--- src/hdl/bosr_defs.svh ---
// Purpose: offsets, field positions, reset values for board option setup registers
// Assumes: byte-wide I/O space, 16-bit I/O address
// Notes:   included by the package and the register bank
`ifndef BOSR_DEFS_SVH
`define BOSR_DEFS_SVH

`define BOSR_OFS_FEEDBACK    16'h0091
`define BOSR_OFS_SETUP_MODE  16'h0094
`define BOSR_OFS_ADAPTER     16'h0096
`define BOSR_OFS_ID_LOW      16'h0100
`define BOSR_OFS_ID_HIGH     16'h0101
`define BOSR_OFS_CONFIG      16'h0102
`define BOSR_OFS_CONFIG_EXT  16'h0103

`define BOSR_CFG_MASTER      0
`define BOSR_CFG_FLOPPY      1
`define BOSR_CFG_SER_EN      2
`define BOSR_CFG_SER_PRIM    3
`define BOSR_CFG_PAR_EN      4
`define BOSR_CFG_PAR_LO      5
`define BOSR_CFG_PAR_HI      6
`define BOSR_CFG_PAR_COMPAT  7
`define BOSR_EXT_MEM_EN      0
`define BOSR_SM_VIDEO        5
`define BOSR_SM_BOARD        7
`define BOSR_AD_SETUP        3
`define BOSR_AD_RESET        7

`define BOSR_RST_BYTE        8'h00
`define BOSR_READ_ONES_0094  8'h5F
`define BOSR_READ_ONES_0096  8'h70
`define BOSR_READ_ONES_0091  8'hFE

`define BOSR_SER_PRIM_BASE   16'h03F8
`define BOSR_SER_ALT_BASE    16'h02F8
`define BOSR_PAR_BASE_3BC    16'h03BC
`define BOSR_PAR_BASE_378    16'h0378
`define BOSR_PAR_BASE_278    16'h0278
`define BOSR_IRQ_PRIM        4'h4
`define BOSR_IRQ_ALT         4'h3

`endif

--- src/hdl/bosr_pkg.sv ---
// Purpose: types for board option setup registers
// Assumes: bosr_defs.svh holds the numbers
// Notes:   state of the bank is one packed struct
package bosr_pkg;
    `include "bosr_defs.svh"

    typedef enum logic [1:0] {
        BOSR_PAR_3BC  = 2'b00,
        BOSR_PAR_378  = 2'b01,
        BOSR_PAR_278  = 2'b10,
        BOSR_PAR_UNDF = 2'b11
    } bosr_par_sel_t;

    typedef enum logic [1:0] {
        BOSR_ID_EMPTY = 2'b00,
        BOSR_ID_HALF  = 2'b01,
        BOSR_ID_FULL  = 2'b10
    } bosr_id_state_t;

    typedef struct packed {
        logic [7:0]      setupMode;
        logic [7:0]      adapterCtl;
        logic [7:0]      idLow;
        logic [7:0]      idHigh;
        logic            idLowDone;
        logic            idHighDone;
        logic [7:0]      config0;
        logic [7:0]      configExt;
        logic            feedback;
        logic [7:0]      readData;
        logic            rdValid;
    } bosr_state_t;
endpackage

--- src/hdl/board_option_setup_regs.sv ---
// Purpose: option-select registers replacing board configuration switches
// Assumes: host I/O strobes are one-cycle pulses synchronous to clk
// Notes:   cleared by system reset; decodes for serial and parallel ports
`timescale 1ns/1ps
`include "bosr_defs.svh"

////////////////////////////////////////////////////////////////////////////////
module board_option_setup_regs
    import bosr_pkg::*;
#(
    parameter int NUM_SLOTS = 8
) (
    input  wire logic                 clk,
    input  wire logic                 rst_n,
    input  wire logic [15:0]          ioAddr,
    input  wire logic [7:0]           ioWrData,
    input  wire logic                 ioRd,
    input  wire logic                 ioWr,
    output logic      [7:0]           ioRdData,
    output logic                      ioRdValid,
    input  wire logic                 card_select_feedback_n,
    input  wire logic                 extConfigMode,
    input  wire logic                 periphSerialEn,
    input  wire logic                 periphSerialPrim,
    output logic                      floppyEnable,
    output logic                      parallelEnable,
    output logic                      parallelCompat,
    output logic                      parallelBidir,
    output logic      [15:0]          parallelBase,
    output logic                      parallelBaseValid,
    output logic                      parallelSelect,
    output logic                      first_serial_phys_en,
    output logic      [15:0]          first_serial_phys_base,
    output logic      [3:0]           first_serial_phys_irq,
    output logic                      firstSerialSelect,
    output logic                      board_memory_enable,
    output logic                      videoSetup,
    output logic                      boardSetup,
    output logic                      adapterSetup,
    output logic      [NUM_SLOTS-1:0] slotSetupSel,
    output logic                      channelReset,
    output logic                      boardAccess
);

    ////////////////////////////////////////////////////////////////////////////
    // feedback input synchroniser

    logic feedbackSync_n;

    bosr_sync #(
        .RESET_VAL (1'b1)
    ) u_fb_sync (
        .clk     (clk),
        .rst_n   (rst_n),
        .asyncIn (card_select_feedback_n),
        .syncOut (feedbackSync_n)
    );

    ////////////////////////////////////////////////////////////////////////////
    // address decode

    logic selFeedback;
    logic selSetupMode;
    logic selAdapter;
    logic selIdLow;
    logic selIdHigh;
    logic selConfig;
    logic selConfigExt;
    logic anyReg;

    assign selFeedback  = (ioAddr == `BOSR_OFS_FEEDBACK);
    assign selSetupMode = (ioAddr == `BOSR_OFS_SETUP_MODE);
    assign selAdapter   = (ioAddr == `BOSR_OFS_ADAPTER);
    assign selIdLow     = (ioAddr == `BOSR_OFS_ID_LOW);
    assign selIdHigh    = (ioAddr == `BOSR_OFS_ID_HIGH);
    assign selConfig    = (ioAddr == `BOSR_OFS_CONFIG);
    assign selConfigExt = (ioAddr == `BOSR_OFS_CONFIG_EXT);
    assign anyReg       = selFeedback | selSetupMode | selAdapter | selIdLow
                        | selIdHigh | selConfig | selConfigExt;

    ////////////////////////////////////////////////////////////////////////////
    // decoded device configuration

    bosr_state_t   st_q;
    bosr_state_t   st_d;
    bosr_par_sel_t parSel;
    logic          master;
    logic          serEnSrc;
    logic          serPrimSrc;
    logic          serHit;
    logic          parHit;

    assign master = st_q.config0[`BOSR_CFG_MASTER];
    assign floppyEnable   = master & st_q.config0[`BOSR_CFG_FLOPPY];
    assign parallelEnable = master & st_q.config0[`BOSR_CFG_PAR_EN];
    assign parallelCompat = st_q.config0[`BOSR_CFG_PAR_COMPAT];
    assign parallelBidir  = ~st_q.config0[`BOSR_CFG_PAR_COMPAT];
    assign parSel = bosr_par_sel_t'(st_q.config0[`BOSR_CFG_PAR_HI:`BOSR_CFG_PAR_LO]);

    always_comb begin
        parallelBaseValid = 1'b1;
        case (parSel)
            BOSR_PAR_3BC: parallelBase = `BOSR_PAR_BASE_3BC;
            BOSR_PAR_378: parallelBase = `BOSR_PAR_BASE_378;
            BOSR_PAR_278: parallelBase = `BOSR_PAR_BASE_278;
            default: begin
                parallelBase      = 16'h0000;
                parallelBaseValid = 1'b0;
            end
        endcase
    end

    // extended mode takes serial setup from the outside register
    assign serEnSrc   = extConfigMode ? periphSerialEn
                                      : (master & st_q.config0[`BOSR_CFG_SER_EN]);
    assign serPrimSrc = extConfigMode ? periphSerialPrim
                                      : st_q.config0[`BOSR_CFG_SER_PRIM];

    assign first_serial_phys_en   = serEnSrc;
    assign first_serial_phys_base = serPrimSrc ? `BOSR_SER_PRIM_BASE : `BOSR_SER_ALT_BASE;
    assign first_serial_phys_irq  = serPrimSrc ? `BOSR_IRQ_PRIM : `BOSR_IRQ_ALT;

    // eight-byte serial window, four-byte parallel window
    assign serHit = serEnSrc & (ioAddr[15:3] == first_serial_phys_base[15:3]);
    assign parHit = parallelEnable & parallelBaseValid
                  & (ioAddr[15:2] == parallelBase[15:2]);
    assign firstSerialSelect = serHit & (ioRd | ioWr);
    assign parallelSelect    = parHit & (ioRd | ioWr);

    assign board_memory_enable = st_q.configExt[`BOSR_EXT_MEM_EN];

    ////////////////////////////////////////////////////////////////////////////
    // setup mode steering; software keeps these exclusive

    assign videoSetup   = st_q.setupMode[`BOSR_SM_VIDEO];
    assign boardSetup   = ~st_q.setupMode[`BOSR_SM_BOARD];
    assign adapterSetup = st_q.adapterCtl[`BOSR_AD_SETUP];
    assign channelReset = st_q.adapterCtl[`BOSR_AD_RESET];

    genvar gi;
    generate
        for (gi = 0; gi < NUM_SLOTS; gi++) begin : g_slot
            assign slotSetupSel[gi] = adapterSetup
                                    & (st_q.adapterCtl[2:0] == 3'(gi));
        end
    endgenerate

    // any own register or on-board device decode counts as board access
    assign boardAccess = (ioRd | ioWr) & (anyReg | serHit | parHit
                       | (boardSetup & ~selFeedback));

    ////////////////////////////////////////////////////////////////////////////
    // register state

    always_comb begin
        st_d = st_q;
        // feedback bit follows the current cycle, not sticky
        st_d.feedback = ~feedbackSync_n | boardAccess;
        if (ioWr) begin
            if (selSetupMode) begin
                st_d.setupMode = ioWrData;
            end
            if (selAdapter) begin
                st_d.adapterCtl = ioWrData;
            end
            if (selIdLow && !st_q.idLowDone) begin
                st_d.idLow     = ioWrData;
                st_d.idLowDone = 1'b1;
            end
            if (selIdHigh && !st_q.idHighDone) begin
                st_d.idHigh     = ioWrData;
                st_d.idHighDone = 1'b1;
            end
            if (selConfig) begin
                st_d.config0 = ioWrData;
            end
            if (selConfigExt) begin
                st_d.configExt = ioWrData;
            end
        end
        st_d.rdValid  = ioRd & anyReg;
        st_d.readData = 8'h00;
        if (ioRd) begin
            if (selFeedback) begin
                st_d.readData = `BOSR_READ_ONES_0091 | {7'h00, st_q.feedback};
            end else if (selSetupMode) begin
                st_d.readData = st_q.setupMode | `BOSR_READ_ONES_0094;
            end else if (selAdapter) begin
                st_d.readData = st_q.adapterCtl | `BOSR_READ_ONES_0096;
            end else if (selIdLow) begin
                st_d.readData = st_q.idLow;
            end else if (selIdHigh) begin
                st_d.readData = st_q.idHigh;
            end else if (selConfig) begin
                st_d.readData = st_q.config0;
            end else if (selConfigExt) begin
                st_d.readData = st_q.configExt;
            end else begin
                st_d.readData = 8'hFF;
            end
        end
    end

    always_ff @(posedge clk or negedge rst_n) begin
        if (!rst_n) begin
            st_q <= '0;
        end else begin
            st_q <= st_d;
        end
    end

    assign ioRdData  = st_q.readData;
    assign ioRdValid = st_q.rdValid;

endmodule // board_option_setup_regs

--- src/hdl/bosr_sync.sv ---
// Purpose: three-stage input synchroniser with agreement filter
// Assumes: input is asynchronous to clk
// Notes:   output changes only when stages two and three agree
`timescale 1ns/1ps
module bosr_sync #(
    parameter logic RESET_VAL = 1'b1
) (
    input  wire logic clk,
    input  wire logic rst_n,
    input  wire logic asyncIn,
    output logic      syncOut
);
    typedef struct packed {
        logic [2:0] stage;
        logic       out;
    } bosr_sync_state_t;

    bosr_sync_state_t st_q;
    bosr_sync_state_t st_d;

    always_comb begin
        st_d       = st_q;
        // first stage is read only by the second
        st_d.stage = {st_q.stage[1:0], asyncIn};
        if (st_q.stage[1] == st_q.stage[2]) begin
            st_d.out = st_q.stage[2];
        end
    end

    always_ff @(posedge clk or negedge rst_n) begin
        if (!rst_n) begin
            st_q <= {{3{RESET_VAL}}, RESET_VAL};
        end else begin
            st_q <= st_d;
        end
    end

    assign syncOut = st_q.out;
endmodule // bosr_sync

--- config.mk ---
export PLATFORM = sky130hd
export DESIGN_NAME = board_option_setup_regs
export DESIGN_NICKNAME = d
export VERILOG_FILES = /design/src/hdl/bosr_pkg.sv /design/src/hdl/board_option_setup_regs.sv /design/src/hdl/bosr_sync.sv
export VERILOG_INCLUDE_DIRS = /design/src /design/src/hdl
export SDC_FILE = /design/constraint.sdc
export NUM_CORES = 1
export LEC_CHECK = 0
export BUFFER_PORTS_ARGS = -buffer_cell sky130_fd_sc_hd__clkbuf_2
export CORE_ASPECT_RATIO = 0.5
export CORE_MARGIN = 1
export CORE_UTILIZATION = 51
export CTS_CLUSTER_SIZE = 12
export DETAILED_ROUTE_END_ITERATION = 12
export PLACE_DENSITY = 0.91
export SYNTH_ARGS = -nofsm -noshare
export SYNTH_HDL_FRONTEND = slang
export SYNTH_SLANG_ARGS = --single-unit
--- constraint.sdc ---
create_clock -name clk -period 1.9 [get_ports clk]
set_input_delay 0.095 -clock clk [delete_from_list [all_inputs] [get_ports clk]]
set_output_delay 0.095 -clock clk [all_outputs]
set_load 0.02 [all_outputs]
# == Word-level counts from Yosys, hierarchy flattened ==
# Index checks and enable logic that the tools add are counted.
# op_classes
n_eq_ne,19
n_mux,14
n_bitwise,34
n_reduce_logical,13
# op_table
operator,n
$eq 16x9->1 const B,4
$mux 8,8
$eq 16x8->1 const B,3
$pmux 10 s3,1
$and 1x1->1,19
$eq 14x14->1,1
$eq 13x7->1,1
$eq 3x3->1 const B,4
$reduce_and 2->1,6
$or 1x1->1,11
$mux 9,1
$eq 3x2->1 const B,2
$not 1->1,4
$eq 3x1->1 const B,1
$logic_not 3->1,1
$mux 1,3
$mux 3,1
$reduce_or 3->1,1
$eq 2x1->1 const B,1
$eq 2x2->1 const B,1
$logic_and 1x1->1,2
$logic_not 1->1,2
$logic_not 2->1,1
$eq 1x1->1,1
# word_totals
ff_bits,64
inputBits,32
out_inout_bits,67
word_cells,93

# == Depth between registers and ports, before layout ==
# Gate-level depths: netlist of the first run.
# depth
word_depth,12
mapped_depth,7
depth_no_buf,7

# == By module ==
# A second synthesis of the first run with hierarchy kept.
# hier_totals
cells_unflattened,274
hier_area_um2,3065.4
# by_module_without_submodules
mod,n_inst,cells_per_inst,area_each_um2,seq_area_each_um2
board_option_setup_regs,1,269,2949.1,1276.2
bosr_sync,1,5,116.4,105.1

# == Least setup slack after synthesis of the first run ==
# No wires, ideal clock.
# synth_timing
path_type,flip-flop to output port
startpoint,"register st_q, in the netlist parSel[0]"
endpoint,output port boardAccess
t_arrival_ns,1.934
t_required_ns,1.805
setup_slack_ns,-0.129
path_stages_with_launch,7
path_buffers,0
path_cell_list,dfrtp_1 > inv_1 > ha_1 > or3_1 > a2111oi_0 > nor4_1 > nor2_1
# synth_rtl
element,line,source
start: declaration,board_option_setup_regs.sv:84,bosr_state_t st_q;
start signal: assignment,board_option_setup_regs.sv:208,st_q <= st_d;
$eq 2x2->1 (tied with other cells),board_option_setup_regs.sv:102,case (parSel)
$pmux 10 s3 (*),board_option_setup_regs.sv:102,
via parallelBase[2],board_option_setup_regs.sv:29,"output logic [15:0] parallelBase,"
$eq 14x14->1 (*),board_option_setup_regs.sv:126,& (ioAddr[15:2] == parallelBase[15:2]);
$and 1x1->1 (*),board_option_setup_regs.sv:126,
$or 1x1->1 (*),board_option_setup_regs.sv:149,assign boardAccess = (ioRd | ioWr) & (anyReg | serHit | parHit
$or 1x1->1 (*),board_option_setup_regs.sv:150,| (boardSetup & ~selFeedback));
$and 1x1->1 (*),board_option_setup_regs.sv:149,
end: declaration,board_option_setup_regs.sv:42,output logic boardAccess
# Mark *: on every way through the listed nets, which the timed path passes. The rest lies on a longest branch.

# == Final worst setup path of the first run ==
# layout_timing
startpoint,"register st_q, in the netlist parSel[1]"
endpoint,output port parallelSelect
# layout_via
elab_chain_len,6
# layout_lines
element,line,source
branches (longest 4 deep; another with $eq 14x14->1),--,
$and 1x1->1 (*),board_option_setup_regs.sv:126,
$and 1x1->1 (*),board_option_setup_regs.sv:128,assign parallelSelect = parHit & (ioRd | ioWr);
end: declaration,board_option_setup_regs.sv:31,"output logic parallelSelect,"
# Mark *: on every way between the ends.

==> results of run 1 <==
## power by group through the flow
stage / logic (W) / registers, W / clock network, W
after floorplan: 0.000187 / 0.00122 / 0
final: 0.000292 / 0.00120 / 0.00108
after detailed placement: 0.000269 / 0.00122 / 0
after global placement: 0.000262 / 0.00122 / 0
after CTS: 0.000279 / 0.00120 / 0.00107
after global routing: 0.000314 / 0.00120 / 0.00112
## metrics by stage
step / worst slack, ps / hold WS [ps] / util [%]
after floorplan: 23.3 / -201 / -
after global placement: -68.4 / 84.3 / 64.1
after detailed placement: -183 / 84.4 / 64.1
after CTS: -332 / 89.8 / 69.1
after global routing: -394 / 111 / 70.5
final: -336 / 90.0 / 70.5
## per-layer routing
layer  share of wire (%)  vias to the layer above  GRT usage, %
met4                 4.3                        0          16.4
met2                  47                      232          50.0
met1                  39                     1339          40.3
met3                  10                       50          7.12
met5                   0                        -             0
li1                    -                     1152             -
## worst register-to-register path, delay by kind of cell (launching register included)
| kind | cells | cell delay (ps) |
|---|---|---|
| adder cells (fa/ha/maj) | 1 | 150 |
| buffers and inverters | 1 | 160 |
| AND/OR/NAND/NOR | 2 | 420 |
| flip-flops | 1 | 430 |
| AO/OA/AOI/OAI | 3 | 470 |
## flip-flops by register name (all words and copies together), names as in the netlist
name / count
parallelCompat: 1
u_fb_sync.st_q: 1
parSel: 2
u_fb_sync.st_d: 2
u_fb_sync.syncOut: 1
st_q: 34
channelReset: 1
ioRdData: 8
master: 1
videoSetup: 1
board_memory_enable: 1
ioRdValid: 1
adapterSetup: 1
## placed cells by master, fill, tap and decap left out, types with 3 or more instances in the layout
master | netlist | routed
and2_1 | 3 | 3
mux4_2 | 4 | 4
nor2b_1 | 5 | 4
nand2_1 | 11 | 11
nand3_1 | 3 | 3
clkbuf_16 | 0 | 5
nor2_1 | 18 | 18
mux2i_1 | 5 | 4
inv_1 | 12 | 10
buf_6 | 0 | 4
conb_1 | 2 | 24
a31oi_1 | 5 | 5
nor3_1 | 4 | 3
mux2_2 | 39 | 39
a21oi_1 | 11 | 11
dfstp_2 | 4 | 4
clkbuf_2 | 0 | 72
nand4_1 | 4 | 4
o21ai_0 | 14 | 13
buf_4 | 39 | 39
ha_4 | 0 | 3
dfrtp_1 | 51 | 49
## path summary, 6_finish.rpt
kind	from	endpoint	slack (ps)	depth (start not counted)
max	parSel[1]$_DFFE_PN0P_	parallelSelect	-340	7
min	ioWrData[4]	st_q[14]$_DFFE_PN0P_	90	2
max reg2reg	parSel[1]$_DFFE_PN0P_	st_q[9]$_DFF_PN0_	120	7
min reg2reg	u_fb_sync.st_d[2]$_DFF_PN1_	u_fb_sync.st_d[3]$_DFF_PN1_	360	0
max in group asynchronous	rst_n	u_fb_sync.syncOut$_DFFE_PN1N_	960	3
min in group asynchronous	rst_n	st_q[36]$_DFFE_PN0P_	300	2
## area by class of cell
cell class                      count  area, um2  area share [%]
Clock buffer                        6        139            3.45
Clock inverter                      2       35.0           0.871
Inverter                           12       45.0            1.12
Multi-Input combinational cell    197       1590            39.6
Sequential cell                    55       1380            34.4
Tap cell                           73       91.3            2.27
Timing Repair Buffer              118        738            18.3
## logic make-up (layout without fill, tap and decap cells)
family,after synthesis,after routing
compound gates,42,42
xor+xnor,3,3
fa+ha+maj,5,5
buf+inv,61,138
flops,55,55
mux,48,48
other cells,2,24
simple gates,75,75
## timing repair
item | CTS | global route
hold buffers | 2 | 0
pin swaps | 4 | 7
setup buffers | 4 | 4
endpoints found under the hold margin | 20 | 0
gates resized for setup | 11 | 21
setup endpoints to repair | 3 | 10
==> results.py, run 1 <==
metrics = {
    "die": {
        "dieArea_um2": 6510,
        "core_area_um2": 5710,
        "io_pins": 99,
        "dieHeight_um": 57.5,
        "die_x_um": 113,
        "start_util_pct": 55.2,
        "row_count": 19,
    },
    "finish": {
        "diodes": 0,
        "fillCellCount": 341,
        "nets": 425,
        "area_growth_pct": 27.9,
        "fin_cells": 463,
        "drive_gt1_share_pct": 50.5,
        "postLayoutCellArea_um2": 4020,
    },
    "global_routing": {
        "grt_pass1_wl_mm": 15.0,
        "grt_max_degree": 37,
        "grt_pass1_vias": 2720,
        "grt_antenna_before_repair": 0,
        "grtUsageTotal_pct": 31.2,
        "grt-ovfl-total": 0,
    },
    "synthesis": {
        "syn_avg_cell_area_um2": 10.8,
        "synth_top_area_share_pct": 40.6,
        "synth-simple-area-share_pct": 14.7,
        "synth_top_family_by_area": "multiplexers",
        "async_reset_ff_share_pct": 100,
        "yosys-top-cells-count": "dfrtp_1 (51), buf_4 (39), mux2_2 (39)",
        "ys_types": 50,
        "syn-instance-count": 291,
        "synth_enable_flop_cells": 0,
        "synth_xor_area_share_pct": 0.835,
        "yosys.cell_count.top_type": "dfrtp_1",
        "yosysWarnings": 0,
        "synth_fa_ha_area_share_pct": 1.91,
        "synth_area_leader_cell": "dfrtp_1",
        "synth_area_um2": 3150,
        "synth.area.top_cells": "dfrtp_1 (41%), mux2_2 (14%), buf_4 (9.3%)",
        "synth-seq-cells": 55,
        "ys_seq_area_share_pct": 43.9,
        "muxShareOfSynthArea_pct": 18.4,
        "synth_compound_area_share_pct": 7.99,
        "ys.flop_type": "dfrtp_1",
    },
    "critical_path": {
        "path_delay_family": "simple AND/OR/NAND/NOR gates",
        "cp-start-kind": "flip-flop",
        "crit_chain": "inv_2 > ha_4 > or3_4 > a2111oi_4 > buf_4 > nor2b_4 > buf_6",
        "path_class": "flip-flop to output port",
        "required_ps": 1800,
        "crit_path_max_fanout": 4,
        "end_kind": "output port",
        "arrival_ps": 2140,
        "slowest_delay_ps": 420,
        "cp_slowest_cell": "dfrtp_1",
        "critPathBufInv": 3,
    },
    "run_status": {
        "violations": "negative setup slack",
        "status": "finished, violations left",
    },
    "timing": {
        "slew_violations": 0,
        "fin_setup_tns_ps": -641,
        "rsz0062_at_grt": "true",
        "finClkSkew_ps": 8.17,
        "worst_slew_pin_slew_ps": 518,
        "max_freq_mhz": 447,
        "hold_viol": 0,
        "min_period_over_period_pct": 118,
        "slew_headroom_pct": 65.5,
        "fin_crit_ps": 2240,
        "setup_viol": 2,
        "setup_ws_ps": -336,
    },
    "drt": {
        "wl_per_cell_um": 21.0,
        "vias": 2773,
        "drtAntennaViolNets": 0,
        "drc": 0,
        "avgViaCountPerCell": 5.99,
        "wl_mm": 9.74,
        "dr.pass1.iters": 5,
        "detail_route.iter0.violations": 306,
    },
    "pwr": {
        "p_sw_w": 0.000625,
        "swShare_pct": 24.4,
        "vdd_drop_max_v": 0.000495,
        "finalPower_w": 0.00257,
        "p_comb_share_pct": 11.4,
        "leakagePower_nw": 1.95,
        "clkPwrFrac_pct": 42.0,
        "p_seq_share_pct": 46.6,
        "internal_power_w": 0.00194,
        "powerDensity_nw_per_um2": 638,
    },
    "placement": {
        "post_dp_cell_area_um2": 3660,
        "dpl.cell_count": 447,
        "dp_hpwl_mm": 6.37,
        "gp_congestion": 0.854,
        "io_buffer_count": 74,
    },
    "clocking": {
        "path_clk_slew_ps": 80,
        "clock_latency_ps": 300,
        "cts_root_buffer": "clkbuf_16",
        "clock-sinks": 55,
        "cts_tree": "built",
        "h-tree-depth": 2,
        "clock_path_buffers": 2,
        "cts-buffers-inserted": 5,
    },
    "run": {
        "maxCapViolations": 0,
    },
    "min_path": {
        "hold_path_class": "input port to flip-flop",
    },
}
Power figures use the tool's default switching activity.
==> run 2, diff against run 1 <==
--- a/constraint.sdc
+++ b/constraint.sdc
@@ -3,2 +3,2 @@
 set_output_delay 0.095 -clock clk [all_outputs]
-set_load 0.02 [all_outputs]
+set_load 0.005 [all_outputs]
==> results.py, run 2 (synthesized netlist as in run 1, its figures left out) <==
metrics = {
    "finish": {
        "area_growth_pct": 26.8,
        "multi_input_area_um2": 1600,
        "regArea_um2": 1380,
        "fin_cells": 461,
        "final_util_pct": 69.9,
        "nets": 422,
        "largest_reg_flops": 34,
        "layout_commonest_cell": "clkbuf_2",
        "layout_common_cells": "clkbuf_2 (73), dfrtp_1 (49), mux2_2 (39)",
        "drive_gt1_share_pct": 50.1,
        "top_register": "st_q",
        "fillCellCount": 353,
    },
    "placement": {
        "pre_cts_slack_ps": -188,
        "gp_congestion": 0.866,
        "dp_hpwl_mm": 6.35,
        "dpl.cell_count": 447,
        "io_buffer_count": 74,
    },
    "die": {
        "dieArea_um2": 6510,
        "core_area_um2": 5710,
        "die_x_um": 113,
        "start_util_pct": 55.2,
        "dieHeight_um": 57.5,
        "row_count": 19,
        "io_pins": 99,
    },
    "timing": {
        "rsz0062_at_grt": "true",
        "whs_ps": 90.7,
        "min_period_over_period_pct": 116,
        "slew_headroom_pct": 62.5,
        "hold_viol": 0,
        "setup_viol": 2,
        "max_freq_mhz": 452,
        "fin_crit_ps": 2210,
        "worst_slew_pin_slew_ps": 562,
        "setup_ws_ps": -311,
        "finClkSkew_ps": 3.57,
        "slew_violations": 0,
    },
    "global_routing": {
        "grt_pass1_vias": 2644,
        "grtUsageTotal_pct": 28.8,
        "grt-ovfl-total": 0,
        "grt_pass1_wl_mm": 13.9,
        "grt_antenna_before_repair": 0,
        "grt_max_degree": 35,
    },
    "critical_path": {
        "end_kind": "output port",
        "critPathCapture": "boardAccess",
        "cp.depth": 8,
        "crit_path_start": "parSel[1]$_DFFE_PN0P_",
        "crit_chain": "buf_6 > ha_4 > and3b_2 > nand4_1 > a2111oi_4 > nor4_4 > nor2_1 > buf_2",
        "cp_slowest_cell": "dfrtp_2",
        "rr_endpoint": "st_q[9]$_DFF_PN0_",
        "arrival_ps": 2120,
        "crit_path_max_fanout": 3,
        "slowest_delay_ps": 460,
        "critPathBufInv": 2,
        "path_delay_family": "simple AND/OR/NAND/NOR gates",
        "required_ps": 1800,
        "reg2regPathDepth": 8,
        "crit-reg2reg-launch": "parSel[0]$_DFFE_PN0P_",
        "path_class": "flip-flop to output port",
        "regToRegSetupSlack_ps": 0,
        "cp-start-kind": "flip-flop",
    },
    "drt": {
        "wl_per_cell_um": 20.1,
        "drtAntennaViolNets": 0,
        "avgViaCountPerCell": 6.01,
        "detail_route.iter0.violations": 226,
        "drc": 0,
        "vias": 2770,
        "dr.pass1.iters": 5,
        "wl_mm": 9.26,
    },
    "run": {
        "maxCapViolations": 0,
    },
    "clocking": {
        "cts-buffers-inserted": 5,
        "h-tree-depth": 2,
        "clock-sinks": 55,
        "clock_path_buffers": 2,
        "clock_latency_ps": 290,
        "path_clk_slew_ps": 70,
        "cts_tree": "built",
        "cts_root_buffer": "clkbuf_16",
    },
    "run_status": {
        "status": "finished, violations left",
        "violations": "negative setup slack",
    },
    "pwr": {
        "powerDensity_nw_per_um2": 605,
        "leakagePower_nw": 1.93,
        "vdd_drop_max_v": 0.000392,
    },
    "min_path": {
        "hold_path_class": "input port to flip-flop",
    },
}
run 2: cell types whose count changed in the layout (fill, tap and decap cells not counted), sizes merged:
| cell | delta |
|---|---|
| buf | -4 |
| clkinvlp | +1 |
| clkinv | -1 |
| clkbuf | +2 |
| diode | +1 |
| bufinv | -1 |
run 2: through the flow:
| stage | setup TNS, ps | total power, W | area (um2) |
|---|---|---|---|
| after floorplan | 0 | 0.00135 | 3230 |
| after global placement | -977 | 0.00143 | 3650 |
| after detailed placement | -2850 | 0.00144 | 3650 |
| after CTS | -574 | 0.00240 | 3930 |
| after global routing | -768 | 0.00247 | 3990 |
| final | -602 | 0.00241 | 3990 |
run 2: power breakdown:
group          total [W]  switching (W)  internal (W)
clock           0.000979       0.000418      0.000561
sequential       0.00120     0.00000710       0.00119
combinational   0.000238       0.000146     0.0000918
run 2: repair_timing:
action,4_1_cts,5_1_grt
pin swaps,6,1
setup endpoints to repair,3,19
gates resized for setup,17,12
buffers inserted,3,1
hold endpoints to repair,22,0
hold buffers,2,0
run 2: per-layer routing:
layer / GRT usage (%) / wire [um]
met2: 48.5 / 4290
met3: 8.29 / 1020
met1: 34.4 / 3540
met5: 0 / 0
met4: 14.8 / 407
run 2: how the worst min path moves through the flow:
stage / startpoint / end / cells after the start
after floorplan: rst_n / adapterSetup$_DFFE_PN0P_ / 0
after global placement: rst_n / st_q[40]$_DFFE_PN0P_ / 1
after detailed placement: rst_n / st_q[40]$_DFFE_PN0P_ / 1
after CTS: ioWr / st_q[27]$_DFFE_PN0P_ / 3
after global routing: ioWrData[4] / st_q[22]$_DFFE_PN0P_ / 2
final: ioWrData[4] / st_q[14]$_DFFE_PN0P_ / 2
run 2: area by class of cell:
cell class,count,area share [%]
Clock inverter,1,0.188
Timing Repair Buffer,115,17.8
Multi-Input combinational cell,197,40.0
Clock buffer,7,3.83
Inverter,12,1.13
Tap cell,73,2.29
Sequential cell,55,34.7
Antenna cell,1,0.0627
